[config.mk]
export PLATFORM = sky130hd
export DESIGN_NAME = fpsr_top
export DESIGN_NICKNAME = d
export VERILOG_FILES = /design/src/core/fpsr_pkg.sv /design/src/core/fpsr_lvl_if.sv /design/src/core/fpsr_level.sv /design/src/core/fpsr_sync.sv /design/src/core/fpsr_top.sv
export VERILOG_INCLUDE_DIRS = /design/src /design/src/core
export SDC_FILE = /design/constraint.sdc
export NUM_CORES = 1
export LEC_CHECK = 0
export BUFFER_PORTS_ARGS = -buffer_cell sky130_fd_sc_hd__buf_2
export CORE_MARGIN = 1.5
export CORE_UTILIZATION = 50
export DETAILED_ROUTE_END_ITERATION = 7
export GPL_TIMING_DRIVEN = 0
export HOLD_SLACK_MARGIN = 0.03
export PLACE_DENSITY = 0.68
export SYNTH_ARGS = -nofsm -noshare
export SYNTH_HDL_FRONTEND = slang
export SYNTH_SLANG_ARGS = --single-unit
[constraint.sdc]
create_clock -name SYS_CLK_I -period 9.6 [get_ports SYS_CLK_I]
set_input_delay 1.92 -clock SYS_CLK_I [delete_from_list [all_inputs] [get_ports SYS_CLK_I]]
set_output_delay 1.92 -clock SYS_CLK_I [all_outputs]
set_load 0.01 [all_outputs]
[src/core/fpsr_consts.svh]
/*
  Constants for the FIFO partition and soft reset block: register map, field layout,
  reset values, buffer sizes and timing counts. Assumes a 100 MHz system clock.
*/
`ifndef FPSR_CONSTS_SVH
`define FPSR_CONSTS_SVH

`define FPSR_REG_INT_STS 8'h58
`define FPSR_REG_INT_EN 8'h5C
`define FPSR_REG_HARDWARE_CONFIGURATION 8'h74
`define FPSR_REG_RX_INF 8'h7C
`define FPSR_REG_TX_INF 8'h80
`define FPSR_REG_DROP 8'hA0
`define FPSR_REG_MAC_CTL 8'hA4

`define FPSR_HWC_SEL_LSB 16
`define FPSR_HWC_SEL_MSB 19
`define FPSR_HWC_STRAP 2
`define FPSR_HWC_TIMEOUT 1
`define FPSR_HWC_SOFTWARE_RESET_REQUEST 0
`define FPSR_INF_HI_LSB 16
`define FPSR_INF_HI_MSB 23

`define FPSR_INT_RXDROP 0
`define FPSR_INT_SRSTTO 1
`define FPSR_INT_RXSTS 2
`define FPSR_INT_TXSTS 3
`define FPSR_INT_W 4

`define FPSR_SEL_MIN 4'h2
`define FPSR_SEL_MAX 4'hE
`define FPSR_SEL_RST 4'h5
`define FPSR_MACCTL_RST 2'h0
`define FPSR_MACCTL_RXEN 0
`define FPSR_MACCTL_TXEN 1

`define FPSR_LVL_W 16
`define FPSR_BUF_BYTES 16'h4000
`define FPSR_TXS_BYTES 16'h0200
`define FPSR_TXS_DW 16'h0080
`define FPSR_RX_FULL_MARGIN 16'h0010
`define FPSR_TXM_BYTES 16'h0800
`define FPSR_RXM_BYTES 16'h0080
`define FPSR_DW_BYTES 16'h0004

`define FPSR_CLK_PERIOD_NS 10
`define FPSR_SOFTWARE_RESET_REQUEST_TIMEOUT_NS 10000
`define FPSR_SOFTWARE_RESET_REQUEST_MIN_NS 100
`define FPSR_PHY_IDLE_NS 400
`define FPSR_SOFTWARE_RESET_REQUEST_TIMEOUT_CYC (`FPSR_SOFTWARE_RESET_REQUEST_TIMEOUT_NS / `FPSR_CLK_PERIOD_NS)
`define FPSR_SOFTWARE_RESET_REQUEST_MIN_CYC ((`FPSR_SOFTWARE_RESET_REQUEST_MIN_NS + `FPSR_CLK_PERIOD_NS - 1) / `FPSR_CLK_PERIOD_NS)
`define FPSR_PHY_IDLE_CYC (`FPSR_PHY_IDLE_NS / `FPSR_CLK_PERIOD_NS)

`endif

[src/core/fpsr_pkg.sv]
/*
  Types shared by the FIFO partition block.
  Assumes the constants header is compiled alongside.
*/
`default_nettype none
package fpsr_pkg;
  typedef logic [31:0] fpsr_word_t;
  typedef logic [7:0] fpsr_addr_t;
  typedef logic [15:0] fpsr_lvl_t;
  typedef enum logic [0:0] {
    SOFTWARE_RESET_REQUEST_IDLE,
    SOFTWARE_RESET_REQUEST_WAIT
  } fpsr_software_reset_request_state_t;
endpackage
`default_nettype wire

[src/core/fpsr_lvl_if.sv]
/*
  Handshake between the block and one occupancy counter.
  Assumes one controller and one counter on the same clock.
*/
`default_nettype none
interface fpsr_lvl_if;
  logic inc;
  logic dec;
  logic clr;
  fpsr_pkg::fpsr_lvl_t level;
  modport ctrl (output inc, output dec, output clr, input level);
  modport cnt (input inc, input dec, input clr, output level);
endinterface
`default_nettype wire

[src/core/fpsr_level.sv]
/*
  Occupancy counter of one FIFO or staging buffer, moving in fixed steps.
  Assumes the controller only raises dec when the level covers one step.
*/
`default_nettype none
module fpsr_level #(
  parameter fpsr_pkg::fpsr_lvl_t STEP = 16'h0001
) (
  // Clock and reset
  input wire logic clk_i,
  input wire logic rst_i,
  // Controller side
  fpsr_lvl_if.cnt lvl
);
  import fpsr_pkg::*;
  fpsr_lvl_t level_q;
  fpsr_lvl_t level_d;

  always_comb begin
    level_d = level_q;
    if (lvl.inc) begin
      level_d = level_d + STEP;
    end
    if (lvl.dec) begin
      level_d = level_d - STEP;
    end
  end

  always_ff @(posedge clk_i) begin
    if (rst_i || lvl.clr) begin
      level_q <= 16'h0000;
    end else begin
      level_q <= level_d;
    end
  end

  assign lvl.level = level_q;
endmodule
`default_nettype wire

[src/core/fpsr_sync.sv]
/*
  Two-flop synchronisers, one per bit.
  Assumes inputs are asynchronous levels; only the second flop is visible.
*/
`default_nettype none
module fpsr_sync #(
  parameter int W = 3
) (
  // Clock and reset
  input wire logic clk_i,
  input wire logic rst_i,
  // Levels
  input wire logic [W-1:0] async_i,
  output logic [W-1:0] sync_o
);
  logic [W-1:0] meta_q;
  logic [W-1:0] sync_q;

  for (genvar i = 0; i < W; i++) begin : g_bit
    always_ff @(posedge clk_i) begin
      if (rst_i) begin
        meta_q[i] <= 1'b0;
        sync_q[i] <= 1'b0;
      end else begin
        meta_q[i] <= async_i[i];
        sync_q[i] <= meta_q[i];
      end
    end
  end

  assign sync_o = sync_q;
endmodule
`default_nettype wire

[src/core/fpsr_top.sv]
/*
  Shared 16 KB buffer partition model: occupancy of transmit and receive data and status
  FIFOs, fixed staging buffers toward the MAC, receive overrun dropping, hardware
  configuration register with soft reset. Levels are tracked, payload is not stored.
  Assumes a single-cycle register port and MAC strobes on SYS_CLK_I; PHY clocks and strap
  arrive from pins.
*/
// The register addresses and strobed register access are this design's own decisions.
`include "fpsr_consts.svh"
`default_nettype none
module fpsr_top (
  // Clock and reset
  input wire logic SYS_CLK_I,
  input wire logic RST_I,
  // Register port
  input wire fpsr_pkg::fpsr_addr_t ADDR_I,
  input wire fpsr_pkg::fpsr_word_t WDATA_I,
  input wire logic WR_I,
  input wire logic RD_I,
  output fpsr_pkg::fpsr_word_t RDATA_O,
  // Host FIFO strobes, one dword each
  input wire logic HOST_TXD_WR_I,
  input wire logic HOST_TXS_RD_I,
  input wire logic HOST_RXD_RD_I,
  input wire logic HOST_RXS_RD_I,
  // MAC side
  input wire logic MAC_TX_RD_I,
  input wire logic MAC_TX_STS_I,
  input wire logic MAC_RX_WR_I,
  input wire logic MAC_RX_EOF_I,
  output logic MAC_TX_VALID_O,
  // Pins
  input wire logic PHY_RX_CLK_I,
  input wire logic PHY_TX_CLK_I,
  input wire logic BUS_WIDTH_STRAP_I,
  // Status
  output logic RX_FULL_O,
  output logic IRQ_O
);
  import fpsr_pkg::*;

  fpsr_lvl_if txd_lvl ();
  fpsr_lvl_if txs_lvl ();
  fpsr_lvl_if txm_lvl ();
  fpsr_lvl_if rxd_lvl ();
  fpsr_lvl_if rxs_lvl ();
  fpsr_lvl_if rxm_lvl ();

  fpsr_level #(.STEP(`FPSR_DW_BYTES)) u_txd (.clk_i(SYS_CLK_I), .rst_i(RST_I), .lvl(txd_lvl));
  fpsr_level #(.STEP(16'h0001)) u_txs (.clk_i(SYS_CLK_I), .rst_i(RST_I), .lvl(txs_lvl));
  fpsr_level #(.STEP(`FPSR_DW_BYTES)) u_txm (.clk_i(SYS_CLK_I), .rst_i(RST_I), .lvl(txm_lvl));
  fpsr_level #(.STEP(`FPSR_DW_BYTES)) u_rxd (.clk_i(SYS_CLK_I), .rst_i(RST_I), .lvl(rxd_lvl));
  fpsr_level #(.STEP(16'h0001)) u_rxs (.clk_i(SYS_CLK_I), .rst_i(RST_I), .lvl(rxs_lvl));
  fpsr_level #(.STEP(`FPSR_DW_BYTES)) u_rxm (.clk_i(SYS_CLK_I), .rst_i(RST_I), .lvl(rxm_lvl));

  logic [2:0] pin_sync;
  fpsr_sync #(.W(3)) u_sync (
    .clk_i(SYS_CLK_I),
    .rst_i(RST_I),
    .async_i({BUS_WIDTH_STRAP_I, PHY_TX_CLK_I, PHY_RX_CLK_I}),
    .sync_o(pin_sync)
  );

  logic [3:0] sel_q;
  logic [1:0] mac_ctl_q;
  logic [`FPSR_INT_W-1:0] int_sts_q;
  logic [`FPSR_INT_W-1:0] int_en_q;
  logic [15:0] drop_cnt_q;
  logic timeout_flag_q;
  logic strap_q;
  logic [1:0] strap_wait_q;
  logic armed_q;
  logic dropping_q;
  logic frame_lost_q;
  logic sof_q;
  fpsr_software_reset_request_state_t software_reset_request_state_q;
  logic [11:0] software_reset_request_cnt_q;
  logic [1:0] clk_prev_q;
  logic [5:0] idle_cnt_q [2];

  fpsr_lvl_t tx_total;
  fpsr_lvl_t txd_size;
  fpsr_lvl_t txd_free;
  fpsr_lvl_t rx_total;
  fpsr_lvl_t rxs_size;
  fpsr_lvl_t rxs_cap_dw;
  fpsr_lvl_t rxd_size;
  logic rxd_full;
  logic move_tx;
  logic move_rx;
  logic rx_word;
  logic frame_drop;
  logic rxm_room;
  logic word_lost;
  logic rx_eof_take;
  logic phy_run;
  logic software_reset_request_apply;
  logic software_reset_request_timeout;
  logic wr_ok;
  logic [`FPSR_INT_W-1:0] int_evt;
  fpsr_word_t rd_mux;

  // Partition arithmetic follows the selection directly
  assign tx_total = {2'h0, sel_q, 10'h000};
  assign txd_size = tx_total - `FPSR_TXS_BYTES;
  assign txd_free = txd_size - txd_lvl.level;
  assign rx_total = `FPSR_BUF_BYTES - tx_total;
  assign rxs_size = {4'h0, rx_total[15:4]};
  assign rxs_cap_dw = {2'h0, rxs_size[15:2]};
  assign rxd_size = rx_total - rxs_size;
  assign rxd_full = rxd_lvl.level >= (rxd_size - `FPSR_RX_FULL_MARGIN);

  // Transmit path; staging refills every cycle it has a free dword
  assign move_tx = (txd_lvl.level >= `FPSR_DW_BYTES) &&
                   (txm_lvl.level <= (`FPSR_TXM_BYTES - `FPSR_DW_BYTES));
  assign txd_lvl.inc = HOST_TXD_WR_I && (txd_free >= `FPSR_DW_BYTES);
  assign txd_lvl.dec = move_tx;
  assign txm_lvl.inc = move_tx;
  assign txm_lvl.dec = MAC_TX_RD_I && mac_ctl_q[`FPSR_MACCTL_TXEN] && (txm_lvl.level >= `FPSR_DW_BYTES);
  assign txs_lvl.inc = MAC_TX_STS_I && (txs_lvl.level < `FPSR_TXS_DW);
  assign txs_lvl.dec = HOST_TXS_RD_I && (txs_lvl.level != 16'h0000);

  // Receive path; a frame starting while still dropping is lost whole if the FIFO stays full
  assign rx_word = MAC_RX_WR_I && mac_ctl_q[`FPSR_MACCTL_RXEN];
  assign frame_drop = sof_q ? (dropping_q && rxd_full) : frame_lost_q;
  assign rxm_room = rxm_lvl.level <= (`FPSR_RXM_BYTES - `FPSR_DW_BYTES);
  assign word_lost = frame_drop || !rxm_room;
  assign rx_eof_take = rx_word && MAC_RX_EOF_I && !word_lost;
  assign move_rx = (rxm_lvl.level >= `FPSR_DW_BYTES) && !rxd_full;
  assign rxm_lvl.inc = rx_word && !word_lost;
  assign rxm_lvl.dec = move_rx;
  assign rxd_lvl.inc = move_rx;
  assign rxd_lvl.dec = HOST_RXD_RD_I && (rxd_lvl.level >= `FPSR_DW_BYTES);
  assign rxs_lvl.inc = rx_eof_take && (rxs_lvl.level < rxs_cap_dw);
  assign rxs_lvl.dec = HOST_RXS_RD_I && (rxs_lvl.level != 16'h0000);

  assign txd_lvl.clr = software_reset_request_apply;
  assign txs_lvl.clr = software_reset_request_apply;
  assign txm_lvl.clr = software_reset_request_apply;
  assign rxd_lvl.clr = software_reset_request_apply;
  assign rxs_lvl.clr = software_reset_request_apply;
  assign rxm_lvl.clr = software_reset_request_apply;

  always_ff @(posedge SYS_CLK_I) begin
    if (RST_I || software_reset_request_apply) begin
      sof_q <= 1'b1;
      frame_lost_q <= 1'b0;
      dropping_q <= 1'b0;
    end else if (rx_word) begin
      sof_q <= MAC_RX_EOF_I;
      frame_lost_q <= MAC_RX_EOF_I ? 1'b0 : word_lost;
      if (!rxm_room && !frame_drop) begin
        dropping_q <= 1'b1;
      end else if (sof_q && !rxd_full) begin
        dropping_q <= 1'b0;
      end
    end
  end

  always_ff @(posedge SYS_CLK_I) begin
    if (RST_I || software_reset_request_apply) begin
      drop_cnt_q <= 16'h0000;
    end else if (rx_word && MAC_RX_EOF_I && word_lost) begin
      drop_cnt_q <= drop_cnt_q + 16'h0001;
    end
  end

  // PHY clock activity, judged from the synchronised pins
  for (genvar i = 0; i < 2; i++) begin : g_phy
    always_ff @(posedge SYS_CLK_I) begin
      if (RST_I) begin
        clk_prev_q[i] <= 1'b0;
        idle_cnt_q[i] <= 6'(`FPSR_PHY_IDLE_CYC);
      end else begin
        clk_prev_q[i] <= pin_sync[i];
        if (pin_sync[i] != clk_prev_q[i]) begin
          idle_cnt_q[i] <= 6'h00;
        end else if (idle_cnt_q[i] < 6'(`FPSR_PHY_IDLE_CYC)) begin
          idle_cnt_q[i] <= idle_cnt_q[i] + 6'h01;
        end
      end
    end
  end
  assign phy_run = (idle_cnt_q[0] < 6'(`FPSR_PHY_IDLE_CYC)) && (idle_cnt_q[1] < 6'(`FPSR_PHY_IDLE_CYC));

  // Soft reset sequencer
  assign software_reset_request_apply = (software_reset_request_state_q == SOFTWARE_RESET_REQUEST_WAIT) && phy_run &&
                      (software_reset_request_cnt_q >= 12'(`FPSR_SOFTWARE_RESET_REQUEST_MIN_CYC - 1));
  assign software_reset_request_timeout = (software_reset_request_state_q == SOFTWARE_RESET_REQUEST_WAIT) && !software_reset_request_apply &&
                        (software_reset_request_cnt_q == 12'(`FPSR_SOFTWARE_RESET_REQUEST_TIMEOUT_CYC - 1));
  assign wr_ok = WR_I && armed_q;

  always_ff @(posedge SYS_CLK_I) begin
    if (RST_I) begin
      software_reset_request_state_q <= SOFTWARE_RESET_REQUEST_IDLE;
      software_reset_request_cnt_q <= 12'h000;
    end else begin
      case (software_reset_request_state_q)
        SOFTWARE_RESET_REQUEST_IDLE: begin
          software_reset_request_cnt_q <= 12'h000;
          if (wr_ok && (ADDR_I == `FPSR_REG_HARDWARE_CONFIGURATION) && WDATA_I[`FPSR_HWC_SOFTWARE_RESET_REQUEST]) begin
            software_reset_request_state_q <= SOFTWARE_RESET_REQUEST_WAIT;
          end
        end
        SOFTWARE_RESET_REQUEST_WAIT: begin
          software_reset_request_cnt_q <= software_reset_request_cnt_q + 12'h001;
          if (software_reset_request_apply || software_reset_request_timeout) begin
            software_reset_request_state_q <= SOFTWARE_RESET_REQUEST_IDLE;
          end
        end
        default: begin
          software_reset_request_state_q <= SOFTWARE_RESET_REQUEST_IDLE;
        end
      endcase
    end
  end

  // A retry clears the flag; the flag itself survives soft reset
  always_ff @(posedge SYS_CLK_I) begin
    if (RST_I) begin
      timeout_flag_q <= 1'b0;
    end else if (software_reset_request_timeout) begin
      timeout_flag_q <= 1'b1;
    end else if (wr_ok && (ADDR_I == `FPSR_REG_HARDWARE_CONFIGURATION) && WDATA_I[`FPSR_HWC_SOFTWARE_RESET_REQUEST] &&
                 (software_reset_request_state_q == SOFTWARE_RESET_REQUEST_IDLE)) begin
      timeout_flag_q <= 1'b0;
    end
  end

  // Strap is caught once the synchroniser has filled after reset
  always_ff @(posedge SYS_CLK_I) begin
    if (RST_I) begin
      strap_wait_q <= 2'h0;
      strap_q <= 1'b0;
    end else if (strap_wait_q != 2'h3) begin
      strap_wait_q <= strap_wait_q + 2'h1;
      strap_q <= pin_sync[2];
    end
  end

  // Writes are ignored until the first read after either reset
  always_ff @(posedge SYS_CLK_I) begin
    if (RST_I || software_reset_request_apply) begin
      armed_q <= 1'b0;
    end else if (RD_I) begin
      armed_q <= 1'b1;
    end
  end

  // Selection survives soft reset; reserved encodings are ignored
  always_ff @(posedge SYS_CLK_I) begin
    if (RST_I) begin
      sel_q <= `FPSR_SEL_RST;
    end else if (wr_ok && (ADDR_I == `FPSR_REG_HARDWARE_CONFIGURATION) &&
                 (WDATA_I[`FPSR_HWC_SEL_MSB:`FPSR_HWC_SEL_LSB] >= `FPSR_SEL_MIN) &&
                 (WDATA_I[`FPSR_HWC_SEL_MSB:`FPSR_HWC_SEL_LSB] <= `FPSR_SEL_MAX)) begin
      sel_q <= WDATA_I[`FPSR_HWC_SEL_MSB:`FPSR_HWC_SEL_LSB];
    end
  end

  always_ff @(posedge SYS_CLK_I) begin
    if (RST_I || software_reset_request_apply) begin
      mac_ctl_q <= `FPSR_MACCTL_RST;
      int_en_q <= 4'h0;
    end else if (wr_ok && (ADDR_I == `FPSR_REG_MAC_CTL)) begin
      mac_ctl_q <= WDATA_I[1:0];
    end else if (wr_ok && (ADDR_I == `FPSR_REG_INT_EN)) begin
      int_en_q <= WDATA_I[`FPSR_INT_W-1:0];
    end
  end

  // Sticky events; a new event beats a same-cycle write-one-to-clear
  assign int_evt[`FPSR_INT_RXDROP] = rx_word && MAC_RX_EOF_I && word_lost;
  assign int_evt[`FPSR_INT_SRSTTO] = software_reset_request_timeout;
  assign int_evt[`FPSR_INT_RXSTS] = rxs_lvl.inc;
  assign int_evt[`FPSR_INT_TXSTS] = txs_lvl.inc;

  always_ff @(posedge SYS_CLK_I) begin
    if (RST_I || software_reset_request_apply) begin
      int_sts_q <= 4'h0;
    end else if (wr_ok && (ADDR_I == `FPSR_REG_INT_STS)) begin
      int_sts_q <= (int_sts_q & ~WDATA_I[`FPSR_INT_W-1:0]) | int_evt;
    end else begin
      int_sts_q <= int_sts_q | int_evt;
    end
  end

  always_ff @(posedge SYS_CLK_I) begin
    if (RST_I) begin
      IRQ_O <= 1'b0;
      RX_FULL_O <= 1'b0;
      MAC_TX_VALID_O <= 1'b0;
    end else begin
      IRQ_O <= |(int_sts_q & int_en_q);
      RX_FULL_O <= rxd_full;
      MAC_TX_VALID_O <= mac_ctl_q[`FPSR_MACCTL_TXEN] && (txm_lvl.level >= `FPSR_DW_BYTES);
    end
  end

  // Read mux; staging levels never appear here
  always_comb begin
    rd_mux = 32'h0000_0000;
    if (ADDR_I == `FPSR_REG_HARDWARE_CONFIGURATION) begin
      rd_mux[`FPSR_HWC_SEL_MSB:`FPSR_HWC_SEL_LSB] = sel_q;
      rd_mux[`FPSR_HWC_STRAP] = strap_q;
      rd_mux[`FPSR_HWC_TIMEOUT] = timeout_flag_q;
      rd_mux[`FPSR_HWC_SOFTWARE_RESET_REQUEST] = (software_reset_request_state_q == SOFTWARE_RESET_REQUEST_WAIT);
    end else if (ADDR_I == `FPSR_REG_RX_INF) begin
      rd_mux[`FPSR_INF_HI_MSB:`FPSR_INF_HI_LSB] = rxs_lvl.level[7:0];
      rd_mux[15:0] = rxd_lvl.level;
    end else if (ADDR_I == `FPSR_REG_TX_INF) begin
      rd_mux[`FPSR_INF_HI_MSB:`FPSR_INF_HI_LSB] = txs_lvl.level[7:0];
      rd_mux[15:0] = txd_free;
    end else if (ADDR_I == `FPSR_REG_INT_STS) begin
      rd_mux[`FPSR_INT_W-1:0] = int_sts_q;
    end else if (ADDR_I == `FPSR_REG_INT_EN) begin
      rd_mux[`FPSR_INT_W-1:0] = int_en_q;
    end else if (ADDR_I == `FPSR_REG_DROP) begin
      rd_mux[15:0] = drop_cnt_q;
    end else if (ADDR_I == `FPSR_REG_MAC_CTL) begin
      rd_mux[1:0] = mac_ctl_q;
    end
  end

  always_ff @(posedge SYS_CLK_I) begin
    if (RST_I) begin
      RDATA_O <= 32'h0000_0000;
    end else begin
      RDATA_O <= RD_I ? rd_mux : 32'h0000_0000;
    end
  end
endmodule
`default_nettype wire

# Yosys cells after proc, flatten, opt, wreduce, memory -nomap -nowiden
# Memories as Yosys holds them, arrays and structs flattened.
# Cells that the tools add are included.
# Widths: inputs -> output; s select.
[word_totals]
reg_bits = 190
latch_bits = 0
ramBits = 12
mem_bits_ro = 0
in_bits = 55
out_inout_bits = 35
elab_cells = 200
mem_count = 1
[classes]
addsub = 22
mul = 0
div = 0
n_lt_le_gt_ge = 15
n_eq_ne = 11
shifts = 0
muxes = 55
n_bitwise = 12
reduce_logical = 50
[memory_table]
columns = ["name", "depth", "word_bits", "rd", "rd_ports_with_merged_regs", "wr", "line_no", "rtl"]
rows = [
  ["idle_cnt_q", 2, 6, 2, 0, 2, "fpsr_top.sv:79", "logic [5:0] idle_cnt_q [2];"],
]
[op_table]
columns = ["operator", "count"]
rows = [
  ["$mux 16", 13],
  ["$ge 16x3->1 const B", 5],
  ["$add 16x3->16 const B", 4],
  ["$sub 16x3->16 const B", 4],
  ["$add 16x1->16 const B", 3],
  ["$logic_and 1x1->1", 33],
  ["$eq 8x7->1 const B", 4],
  ["$reduce_bool 16->1", 2],
  ["$sub 16x1->16 const B", 2],
  ["$eq 8x8->1 const B", 3],
  ["$mux 1", 24],
  ["$mux 12", 2],
  ["$mux 24", 1],
  ["$mux 6", 4],
  ["$pmux 12 s2", 1],
  ["$ge 16x16->1", 1],
  ["$le 16x11->1 const B", 1],
  ["$le 16x7->1 const B", 1],
  ["$lt 16x10->1", 1],
  ["$lt 16x8->1 const B", 1],
  ["$mux 4", 4],
  ["$sub 15x14->16 const A", 1],
  ["$sub 16x12->16", 1],
  ["$sub 16x16->16", 1],
  ["29 further kinds", 48],
]

# Depth between registers and ports, before layout
# Gate-level depths: netlist of run 1.
[depth]
ltp_word = 13
mapped_depth = 27

# Hierarchy
# A second synthesis of run 1 with hierarchy kept.
[hier_totals]
hier_cells = 1610
area_unflattened_um2 = 12907.4
[modules_own_cells]
columns = ["module", "instances", "cells_each", "area_per_inst_um2"]
rows = [
  ["fpsr_top", 1, 692, 5683.0],
  ["fpsr_level (u_rxd ...)", 4, 140, 1106.1],
  ["fpsr_level (u_rxs ...)", 2, 173, 1321.3],
  ["fpsr_sync", 1, 12, 157.7],
]

# Worst setup path before layout of run 1
# Ideal clock, no wire load.
[synth_timing]
path_kind = "register to register"
start = "register sel_q[0]"
end = "register u_rxd.level_q[10], in the netlist u_rxd.lvl.level[10]"
setup_ps = 128
t_arrival_ps = 5525
required_ps = 9472
path_slack_ps = 3947
path_stages_with_launch = 27
n_path_buf = 1
synth_period_minus_slack_ps = 5653
cell_sequence = "dfxtp_1 -> inv_1 -> ha_1 -> xor2_1 -> inv_1 -> ha_1 -> a22oi_1 -> nor2_1 -> a311oi_1 -> o21ai_0 -> a21oi_1 -> nand2_1 -> xnor2_1 -> ha_1 -> a21o_1 -> a21o_1 -> a21o_1 -> or2_2 -> clkbuf_1 -> nor2_1 -> xnor2_1 -> ha_1 -> nand2_1 -> o21bai_1 -> nor4_1 -> xnor2_1 -> nor2_1"
[synth_between]
elab_chain_cells = 9
[synth_lines]
columns = ["element", "line_no", "rtl"]
rows = [
  ["start, declared", "fpsr_top.sv:64", "logic [3:0] sel_q;"],
  ["start signal, assigned", "fpsr_top.sv:253", "sel_q <= `FPSR_SEL_RST;"],
  ["start signal, assigned", "fpsr_top.sv:257", "sel_q <= WDATA_I[`FPSR_HWC_SEL_MSB:`FPSR_HWC_SEL_LSB];"],
  ["$sub 15x14->16 (no source line) (*)", "n/a", ""],
  ["$sub 16x12->16 (*)", "fpsr_top.sv:110", "assign rxd_size = rx_total - rxs_size;"],
  ["$sub 16x5->16 (no source line) (*)", "n/a", ""],
  ["$ge 16x16->1 (*)", "fpsr_top.sv:111", "assign rxd_full = rxd_lvl.level >= (rxd_size - `FPSR_RX_FULL_MARGIN);"],
  ["$logic_not 1->1 (*)", "fpsr_top.sv:129", "assign move_rx = (rxm_lvl.level >= `FPSR_DW_BYTES) && !rxd_full;"],
  ["$logic_and 1x1->1 (*)", "fpsr_top.sv:129", ""],
  ["$mux 16 (*)", "fpsr_level.sv:21", "if (lvl.inc) begin"],
  ["$sub 16x3->16", "fpsr_level.sv:25", "level_d = level_d - STEP;"],
  ["$mux 16 (*)", "fpsr_level.sv:24", "if (lvl.dec) begin"],
  ["end signal, assigned", "fpsr_level.sv:33", "level_q <= level_d;"],
  ["end, declared", "fpsr_level.sv:16", "fpsr_lvl_t level_q;"],
]
# Mark *: on every way between the ends. The rest lies on a longest branch, timed or not.
# A chain may end at the register's enable or synchronous reset.

# Final worst setup path of run 1
# Ends and elaborated chain as after synthesis.

==> summary.md, run 1 <==
| Metric | Value |
|---|---|
| Cts repair resizes | 0 |
| Pwr dens | 285 mW/mm^2 |
| WHS | 0.445 ns |
| Worst-Skew Late Latency | 0.45 ns |
| Async SR Flop Fraction | 0% |
| Yosys warns | 0 |
| Fin util | 56.7% |
| Post-route ant nets | 0 |
| RR Endpoint | u_rxd.lvl.level[10]$_SDFF_PP0_ |
| Cell variety after synth | 86 |
| Unrepaired setup endpoints after global routing | no |
| Worst r2r path cells | 27 |
| Hold Path Stages | 1 |
| Die width | 155 um |
| Total chip power | 3650 uW |
| Total gr overflow | 0 |
| Crit Path Max Fanout | 10 |
| Bufs on Longest Clock Path | 2 |
| Clk sinks | 186 |
| Crit path time final | 7.52 ns |
| # fillers | 2123 |
| CTS tree | built |
| Setup_tns | 0 ns |
| Die Y | 155 um |
| Synth area leader | dfxtp_1 |
| Root Buffer | clkbuf_16 |
| Slew Limit Fails | 0 |
| Ys flop type | dfxtp_1 |
| Starting density of the core | 50.9% |
| Hpwl dp | 22.7 mm |
| Via/cell ratio | 5.82 |
| Synth Register Bits | 186 |
| Vias in the first global route | 9586 |
| Hold_sp | u_sync.meta_q[0]$_SDFF_PP0_ |
| Clock Pin Slew Worst Setup and Hold Paths | 0.08 ns |
| GPL Wtd Cong | 0.918 |
| Core region area | 0.0226 mm^2 |
| Number of H-tree levels | 4 |
| Hold crit path type | reg2reg |
| Site row count | 55 |
| Drt first pass iters | 5 |
| M1 wire length | 13.6 mm |
| FF-to-FF setup slack | 2.08 ns |
| Largest net degree at the start of global routing | 21 |
| Worst vdd ir | 0.136 mV |
| Ranking of synthesized cells by area | dfxtp_1 30%, xnor2_1 8.1%, nor2_1 6.4% |
| Final Hold Viols | 0 |
| Num CTS Buffers | 17 |
| Antenna violations before repair | 1 |
| Io pins | 90 |
| Final setup violation count | 0 |
| Worst Skew | 0.0161 ns |
| Status | finished, final reports clean |
| R2R Path Start | sel_q[0]$_SDFFE_PP1P_ |
| Syn avg cell area | 8.16 um^2 |
| Worst-Margin Slew | 1.08 ns |
| First-pass GRT wire length | 49.0 mm |
| Share of cells above drive strength 1 | 9.57% |
| Top cell type's share of synthesized area | 30.3% |
| Hold-fix buffers, CTS | 0 |
| Starting DRT DRC Count | 731 |
| Critical path endpoint category | register |
| Slew headroom | 27.7% |
| Total die area | 0.0239 mm^2 |
| DRC viols | 0 |
| Critical path type | reg2reg |
| Number of flops mapped to enable cells by yosys | 12 |
| Post-synthesis cell count | 1408 |
| Met3 WL | 2.23 mm |
| Max cap viols | 0 |
| Post-synthesis sequential area ratio | 33.4% |
| Layout Area Growth over Synthesis | 11.3% |
| Max Clock Freq | 133 MHz |
| Startpoint Class | register |
| Post-CTS setup buffer count | 0 |
| Hold endpoint | u_sync.sync_o[0]$_SDFF_PP0_ |
| CP arrival | 7.82 ns |
| Fin crit share | 78.3% |
| Final net count | 1597 |
| Via count | 10400 |
| Detail Route met2 WL | 13.7 mm |
| Diode count | 0 |
| P_leak | 0.00494 uW |
| Routed len/inst | 16.8 um |
| GRT Total Usage | 25.7% |
| Synthesized area | 0.0115 mm^2 |
| DR top layer | met4 |
| Buffers on Ports | 57 |
| Critical path data required time | 9.90 ns |
| Wirelength, routed | 30.1 mm |
metal layers:
| layer | global-route usage (%) | vias to the layer above |
|---|---|---|
| met5 | 0 | - |
| met4 | 8.84 | 0 |
| met3 | 4.60 | 38 |
| met2 | 41.8 | 351 |
| met1 | 34.5 | 4896 |
| li1 | - | 5132 |
cell families after synthesis:
family          after synthesis  share of synthesized area (%)
simple gates                624                           27.9
xor+xnor                    156                           11.9
fa+ha+maj                    52                           5.64
buf+inv                     119                           4.31
mux                          29                           2.64
compound gates              241                           14.2
flops                       186                           33.4
other cells                   1                         0.0326
worst max path at each step:
stage,startpoint,slack [ns],to
after floorplan,sel_q[0]$_SDFFE_PP1P_,3.95,u_rxd.lvl.level[10]$_SDFF_PP0_
after global placement,sel_q[0]$_SDFFE_PP1P_,2.17,u_rxd.lvl.level[10]$_SDFF_PP0_
after detailed placement,sel_q[0]$_SDFFE_PP1P_,2.13,u_rxd.lvl.level[10]$_SDFF_PP0_
after CTS,sel_q[0]$_SDFFE_PP1P_,2.13,u_rxd.lvl.level[10]$_SDFF_PP0_
after global routing,sel_q[0]$_SDFFE_PP1P_,1.49,u_rxd.lvl.level[10]$_SDFF_PP0_
final,sel_q[0]$_SDFFE_PP1P_,2.08,u_rxd.lvl.level[10]$_SDFF_PP0_
layout make-up:
class                           instances  area (um^2)  share of cell area [%]
Multi-Input combinational cell       1110         7190                    56.2
Sequential cell                       186         3840                    30.1
Clock buffer                           17          425                    3.33
Tap cell                              285          357                    2.79
Buffer                                 72          319                    2.49
Timing Repair Buffer                   57          285                    2.23
Clock inverter                         15          194                    1.52
Inverter                               47          176                    1.38
sequential cells by signal, indices dropped and copies added, names as in the netlist, 2 cells and up:
signal                        count
u_sync.sync_o                     3
drop_cnt_q                       16
u_txd.lvl.level                  14
mac_ctl_q                         2
clk_prev_q                        2
int_en_q                          4
software_reset_request_cnt_q     12
u_sync.meta_q                     3
RDATA_O                          24
idle_cnt_q                       12
int_sts_q                         4
u_txm.lvl.level                  14
u_rxs.lvl.level                  16
sel_q                             4
u_txs.lvl.level                  16
u_rxm.lvl.level                  14
u_rxd.lvl.level                  14
strap_wait_q                      2
synth_stat cells, types with 5 or more instances:
cell type,n
a211oi_1,11
a21o_1,11
a21oi_1,68
a22oi_1,23
a311oi_1,5
a31oi_1,12
and2_1,12
and3_1,35
buf_1,5
buf_4,8
clkbuf_1,54
dfxtp_1,174
edfxtp_1,12
ha_1,51
inv_1,47
mux2_2,8
mux2i_1,20
nand2_1,116
nand2b_1,15
nand3_1,53
nand4_1,22
nor2_1,196
nor2b_1,16
nor3_1,54
nor3b_1,9
nor4_1,22
nor4b_1,7
o211ai_1,7
o21ai_0,36
o31ai_1,7
or2_2,9
or3_1,20
or4_1,7
xnor2_1,106
xor2_1,50
worst max-delay path: stages (launching register included):
cell,delay [ns]
dfxtp_1,0.64
inv_1,0.24
ha_1,0.27
xor2_1,0.67
inv_1,0.21
ha_1,0.35
a22oi_1,0.18
nor2_1,0.06
a311oi_1,0.39
o21ai_0,0.16
a21oi_1,0.22
nand2_1,0.09
xnor2_1,0.16
ha_1,0.30
a21o_1,0.18
a21o_1,0.16
a21o_1,0.30
or2_2,0.34
clkbuf_1,0.25
nor2_1,0.81
nor2_1,0.08
a21oi_1,0.20
ha_1,0.18
nand2_1,0.11
o21bai_1,0.24
nor4_1,0.35
xnor2_1,0.17
nor2_1,0.05
cell usage in the layout (no fill, tap or decap), types with 11 or more instances in the layout:
cell / Yosys / final
a211oi_1: 11 / 11
nor2b_1: 16 / 16
and2_1: 12 / 12
xnor2_1: 106 / 106
and3_1: 35 / 35
nor2_1: 196 / 196
inv_1: 47 / 47
dfxtp_1: 174 / 174
a21o_1: 11 / 11
a22oi_1: 23 / 23
nor3_1: 54 / 54
edfxtp_1: 12 / 12
nor4_1: 22 / 21
nand3_1: 53 / 53
nand2b_1: 15 / 15
ha_1: 51 / 51
a31oi_1: 12 / 12
mux2i_1: 20 / 20
clkbuf_16: 0 / 17
a21oi_1: 68 / 68
clkbuf_1: 54 / 54
or3_1: 20 / 20
buf_2: 3 / 60
nand2_1: 116 / 116
xor2_1: 50 / 50
nand4_1: 22 / 22
o21ai_0: 36 / 36
report_power, final:
group          internal [uW]  total [uW]  switching, uW  leakage [uW]
Sequential               926        1070            148       0.00154
Clock                    377         733            356      0.000297
Combinational            746        1840           1100       0.00311
stage by stage:
step | worst slack, ns | instances | cell area (um^2)
2_1_floorplan | 3.95 | 1415 | 11500
3_3_place_gp | 2.17 | 1757 | 12200
3_5_place_dp | 2.13 | 1757 | 12200
4_1_cts | 2.13 | 1789 | 12800
5_1_grt | 1.49 | 1789 | 12800
6_report | 2.08 | 1789 | 12800
(Power assumes the default switching activity.)
==> run 2: changes to the inputs <==
- clock period: 9.6 -> 7.45 ns (I/O delays scaled with it)
==> run 2 against run 1 <==
  * Critical path type unchanged
  * Critical path depth shrank 1
  * Clock-buffer cell count is the same
  * Via count shrank 0.61%
  * Largest cell class unchanged
  * Hold slack is essentially flat
  * Clock skew is essentially flat
  * Register-to-register slack lost 1.5 ns
  * First-iteration DRC count shrank 2.2%
  * Power grew 29%
  * Worst setup slack lost 1.5 ns
==> summary.md, run 2 (same netlist as run 1, synthesis figures left out) <==
| Metric | Value |
|---|---|
| Antenna violations before repair | 1 (unchanged) |
| Final Hold Viols | 0 (unchanged) |
| Final net count | 1597 (unchanged) |
| Largest net degree at the start of global routing | 21 (unchanged) |
| R2R Path Start | sel_q[0]$_SDFFE_PP1P_ |
| Unrepaired setup endpoints after global routing | no |
| Pwr dens | 368 mW/mm^2 (+29%) |
| Hpwl dp | 22.7 mm (unchanged) |
| Starting DRT DRC Count | 715 (-2.2%) |
| Io pins | 90 (unchanged) |
| Critical path data required time | 7.77 ns (-2.13 ns) |
| Buffers on Ports | 57 (unchanged) |
| Total die area | 0.0239 mm^2 (unchanged) |
| Hold crit path type | reg2reg |
| FF-to-FF setup slack | 0.58 ns (-1.50 ns) |
| Fin crit share | 92.2% (+14 points) |
| Final setup violation count | 0 (unchanged) |
| Critical path type | reg2reg |
| Total chip power | 4710 uW (+29%) |
| Vias in the first global route | 9591 (+0.052%) |
| Die width | 155 um (unchanged) |
| Number of H-tree levels | 4 (unchanged) |
| Bufs on Longest Clock Path | 2 (unchanged) |
| Clock Pin Slew Worst Setup and Hold Paths | 0.08 ns (about the same) |
| Largest register by flop count | RDATA_O |
| Wirelength, routed | 30.2 mm (+0.13%) |
| Root Buffer | clkbuf_16 |
| Post-place setup slack | -0.0216 ns (-2.15 ns) |
| Most frequent cells in the layout | 195 x nor2_1, 174 x dfxtp_1, 116 x nand2_1 |
| P_leak | 0.00495 uW (about the same) |
| Hold endpoint | u_sync.sync_o[0]$_SDFF_PP0_ |
| Routed len/inst | 16.9 um (+0.13%) |
| GPL Wtd Cong | 0.918 (unchanged) |
| Via count | 10400 (-0.61%) |
| CTS tree | built |
| Startpoint Class | register |
| Worst r2r path cells | 26 (-3.7%) |
| Worst Skew | 0.0164 ns (+0.000231 ns) |
| Clk sinks | 186 (unchanged) |
| Die Y | 155 um (unchanged) |
| Worst vdd ir | 0.164 mV (+20%) |
| Critical path endpoint category | register |
| Crit Path Max Fanout | 10 (unchanged) |
| Worst-Skew Late Latency | 0.45 ns (about the same) |
| Max cap viols | 0 (unchanged) |
| Share of cells above drive strength 1 | 9.71% (+0.13 points) |
| Post-CTS setup buffer count | 0 (unchanged) |
| Logic pwr share | 50.5% (about the same) |
| Starting density of the core | 50.9% (unchanged) |
| Diode count | 0 (unchanged) |
| Max Clock Freq | 146 MHz (+9.5%) |
| WHS | 0.445 ns (+0.0000790 ns) |
| RR Endpoint | u_rxm.lvl.level[6]$_SDFF_PP0_ |
| Register Area | 0.00384 mm^2 (unchanged) |
| Hold Path Stages | 1 (unchanged) |
| Slew headroom | 26.3% (-1.4 points) |
| Hold_sp | u_sync.meta_q[0]$_SDFF_PP0_ |
| Most common cell after layout, fill and taps aside | nor2_1 |
| Post-route ant nets | 0 (unchanged) |
| Sequential cell fraction of total power | 29.4% (about the same) |
| Worst-Margin Slew | 1.10 ns (+0.0206 ns) |
| GRT Total Usage | 25.7% (about the same) |
| # fillers | 2120 (-0.14%) |
| Drt first pass iters | 5 (unchanged) |
| Slew Limit Fails | 0 (unchanged) |
| Num CTS Buffers | 17 (unchanged) |
| Via/cell ratio | 5.79 (-0.61%) |
| Core region area | 0.0226 mm^2 (unchanged) |
| Number of flip-flops in the largest register | 24 (unchanged) |
| Clock network power share | 20.0% (about the same) |
| Multi-input gate area | 0.00720 mm^2 (+0.21%) |
| Switching power | 2070 uW (+29%) |
| Net Sw Frac | 43.9% (about the same) |
| CP arrival | 7.19 ns (-0.63 ns) |
| Total gr overflow | 0 (unchanged) |
| Site row count | 55 (unchanged) |
| Power Internal | 2640 uW (+29%) |
| Status | finished, final reports clean |
| Layout Area Growth over Synthesis | 11.4% |
| First-pass GRT wire length | 49.0 mm (about the same) |
| Crit path time final | 6.87 ns (-0.650 ns) |
| DRC viols | 0 (unchanged) |
| Worst setup margin | 0.581 ns (-1.50 ns) |
==> run 2: layout make-up <==
type	count	area share [%]
tap	285	2.78
clock buffer	17	3.32
clock inverter	15	1.51
inverter	47	1.38
sequential	186	30.0
buffer	72	2.49
timing repair buffer	57	2.23
multi-input combinational	1110	56.3
==> run 2: layer usage <==
metal / part of all wire [%] / global-route usage, % / wire [um] / vias up
li1: - / - / - / 5132
met4: 2.1 / 8.84 / 623 / 0
met2: 45 / 41.8 / 13700 / 302
met1: 46 / 34.5 / 13900 / 4880
met3: 6.5 / 4.60 / 1970 / 39
met5: 0 / 0 / 0 / -
==> run 2: worst max-delay path by stage <==
stage	start	end	slack [ns]	cells past startpoint
after detailed placement	sel_q[0]$_SDFFE_PP1P_	u_rxd.lvl.level[10]$_SDFF_PP0_	-0.02	27
final	sel_q[0]$_SDFFE_PP1P_	u_rxm.lvl.level[6]$_SDFF_PP0_	0.58	26
after CTS	sel_q[0]$_SDFFE_PP1P_	u_rxd.lvl.level[10]$_SDFF_PP0_	0.24	27
after global routing	sel_q[0]$_SDFFE_PP1P_	u_rxm.lvl.level[6]$_SDFF_PP0_	0.12	26
after global placement	sel_q[0]$_SDFFE_PP1P_	u_rxd.lvl.level[10]$_SDFF_PP0_	0.02	27
after floorplan	sel_q[0]$_SDFFE_PP1P_	u_rxd.lvl.level[10]$_SDFF_PP0_	1.80	26
==> run 2: repair_timing <==
action,4_1_cts,5_1_grt
hold buffers,0,0
setup endpoints to repair,1,5
endpoints found under the hold margin,0,0
resized for setup,1,2
==> run 2: per-stage QoR <==
stage / instance area (um^2) / util [%] / instances / TNS, ns
2_1_floorplan: 11500 / - / 1415 / 0
3_3_place_gp: 12200 / 53.9 / 1757 / 0
3_5_place_dp: 12200 / 53.9 / 1757 / -0.0216
4_1_cts: 12800 / 56.6 / 1789 / 0
5_1_grt: 12800 / 56.7 / 1789 / 0
6_report: 12800 / 56.7 / 1789 / 0
==> run 2: worst max-delay path: stages, from the launching register on <==
cell and delay [ns]:
dfxtp_1 0.64, inv_1 0.24, ha_1 0.28, xor2_2 0.45, inv_1 0.17, ha_1 0.33
a22oi_1 0.18, nor2_1 0.06, a311oi_1 0.38, o21ai_0 0.15, a21oi_1 0.22, nand2_1 0.09
xnor2_1 0.15, ha_1 0.30, a21o_1 0.18, a21o_1 0.16, a21o_1 0.30, a21o_1 0.37
nor3_1 0.51, nor2_1 0.08, a21oi_1 0.20, ha_1 0.27, nand3_1 0.22, mux2_2 0.34
a41oi_1 0.23, xor2_1 0.17, nor2_1 0.05
==> run 2: power by group through the flow <==
stage,clock (uW),combinational [uW],sequential (uW)
6_report,942,2380,1390
5_1_grt,998,2650,1410
4_1_cts,960,2360,1380
3_5_place_dp,0,2330,1400
3_3_place_gp,0,2290,1400
2_1_floorplan,0,1870,1350
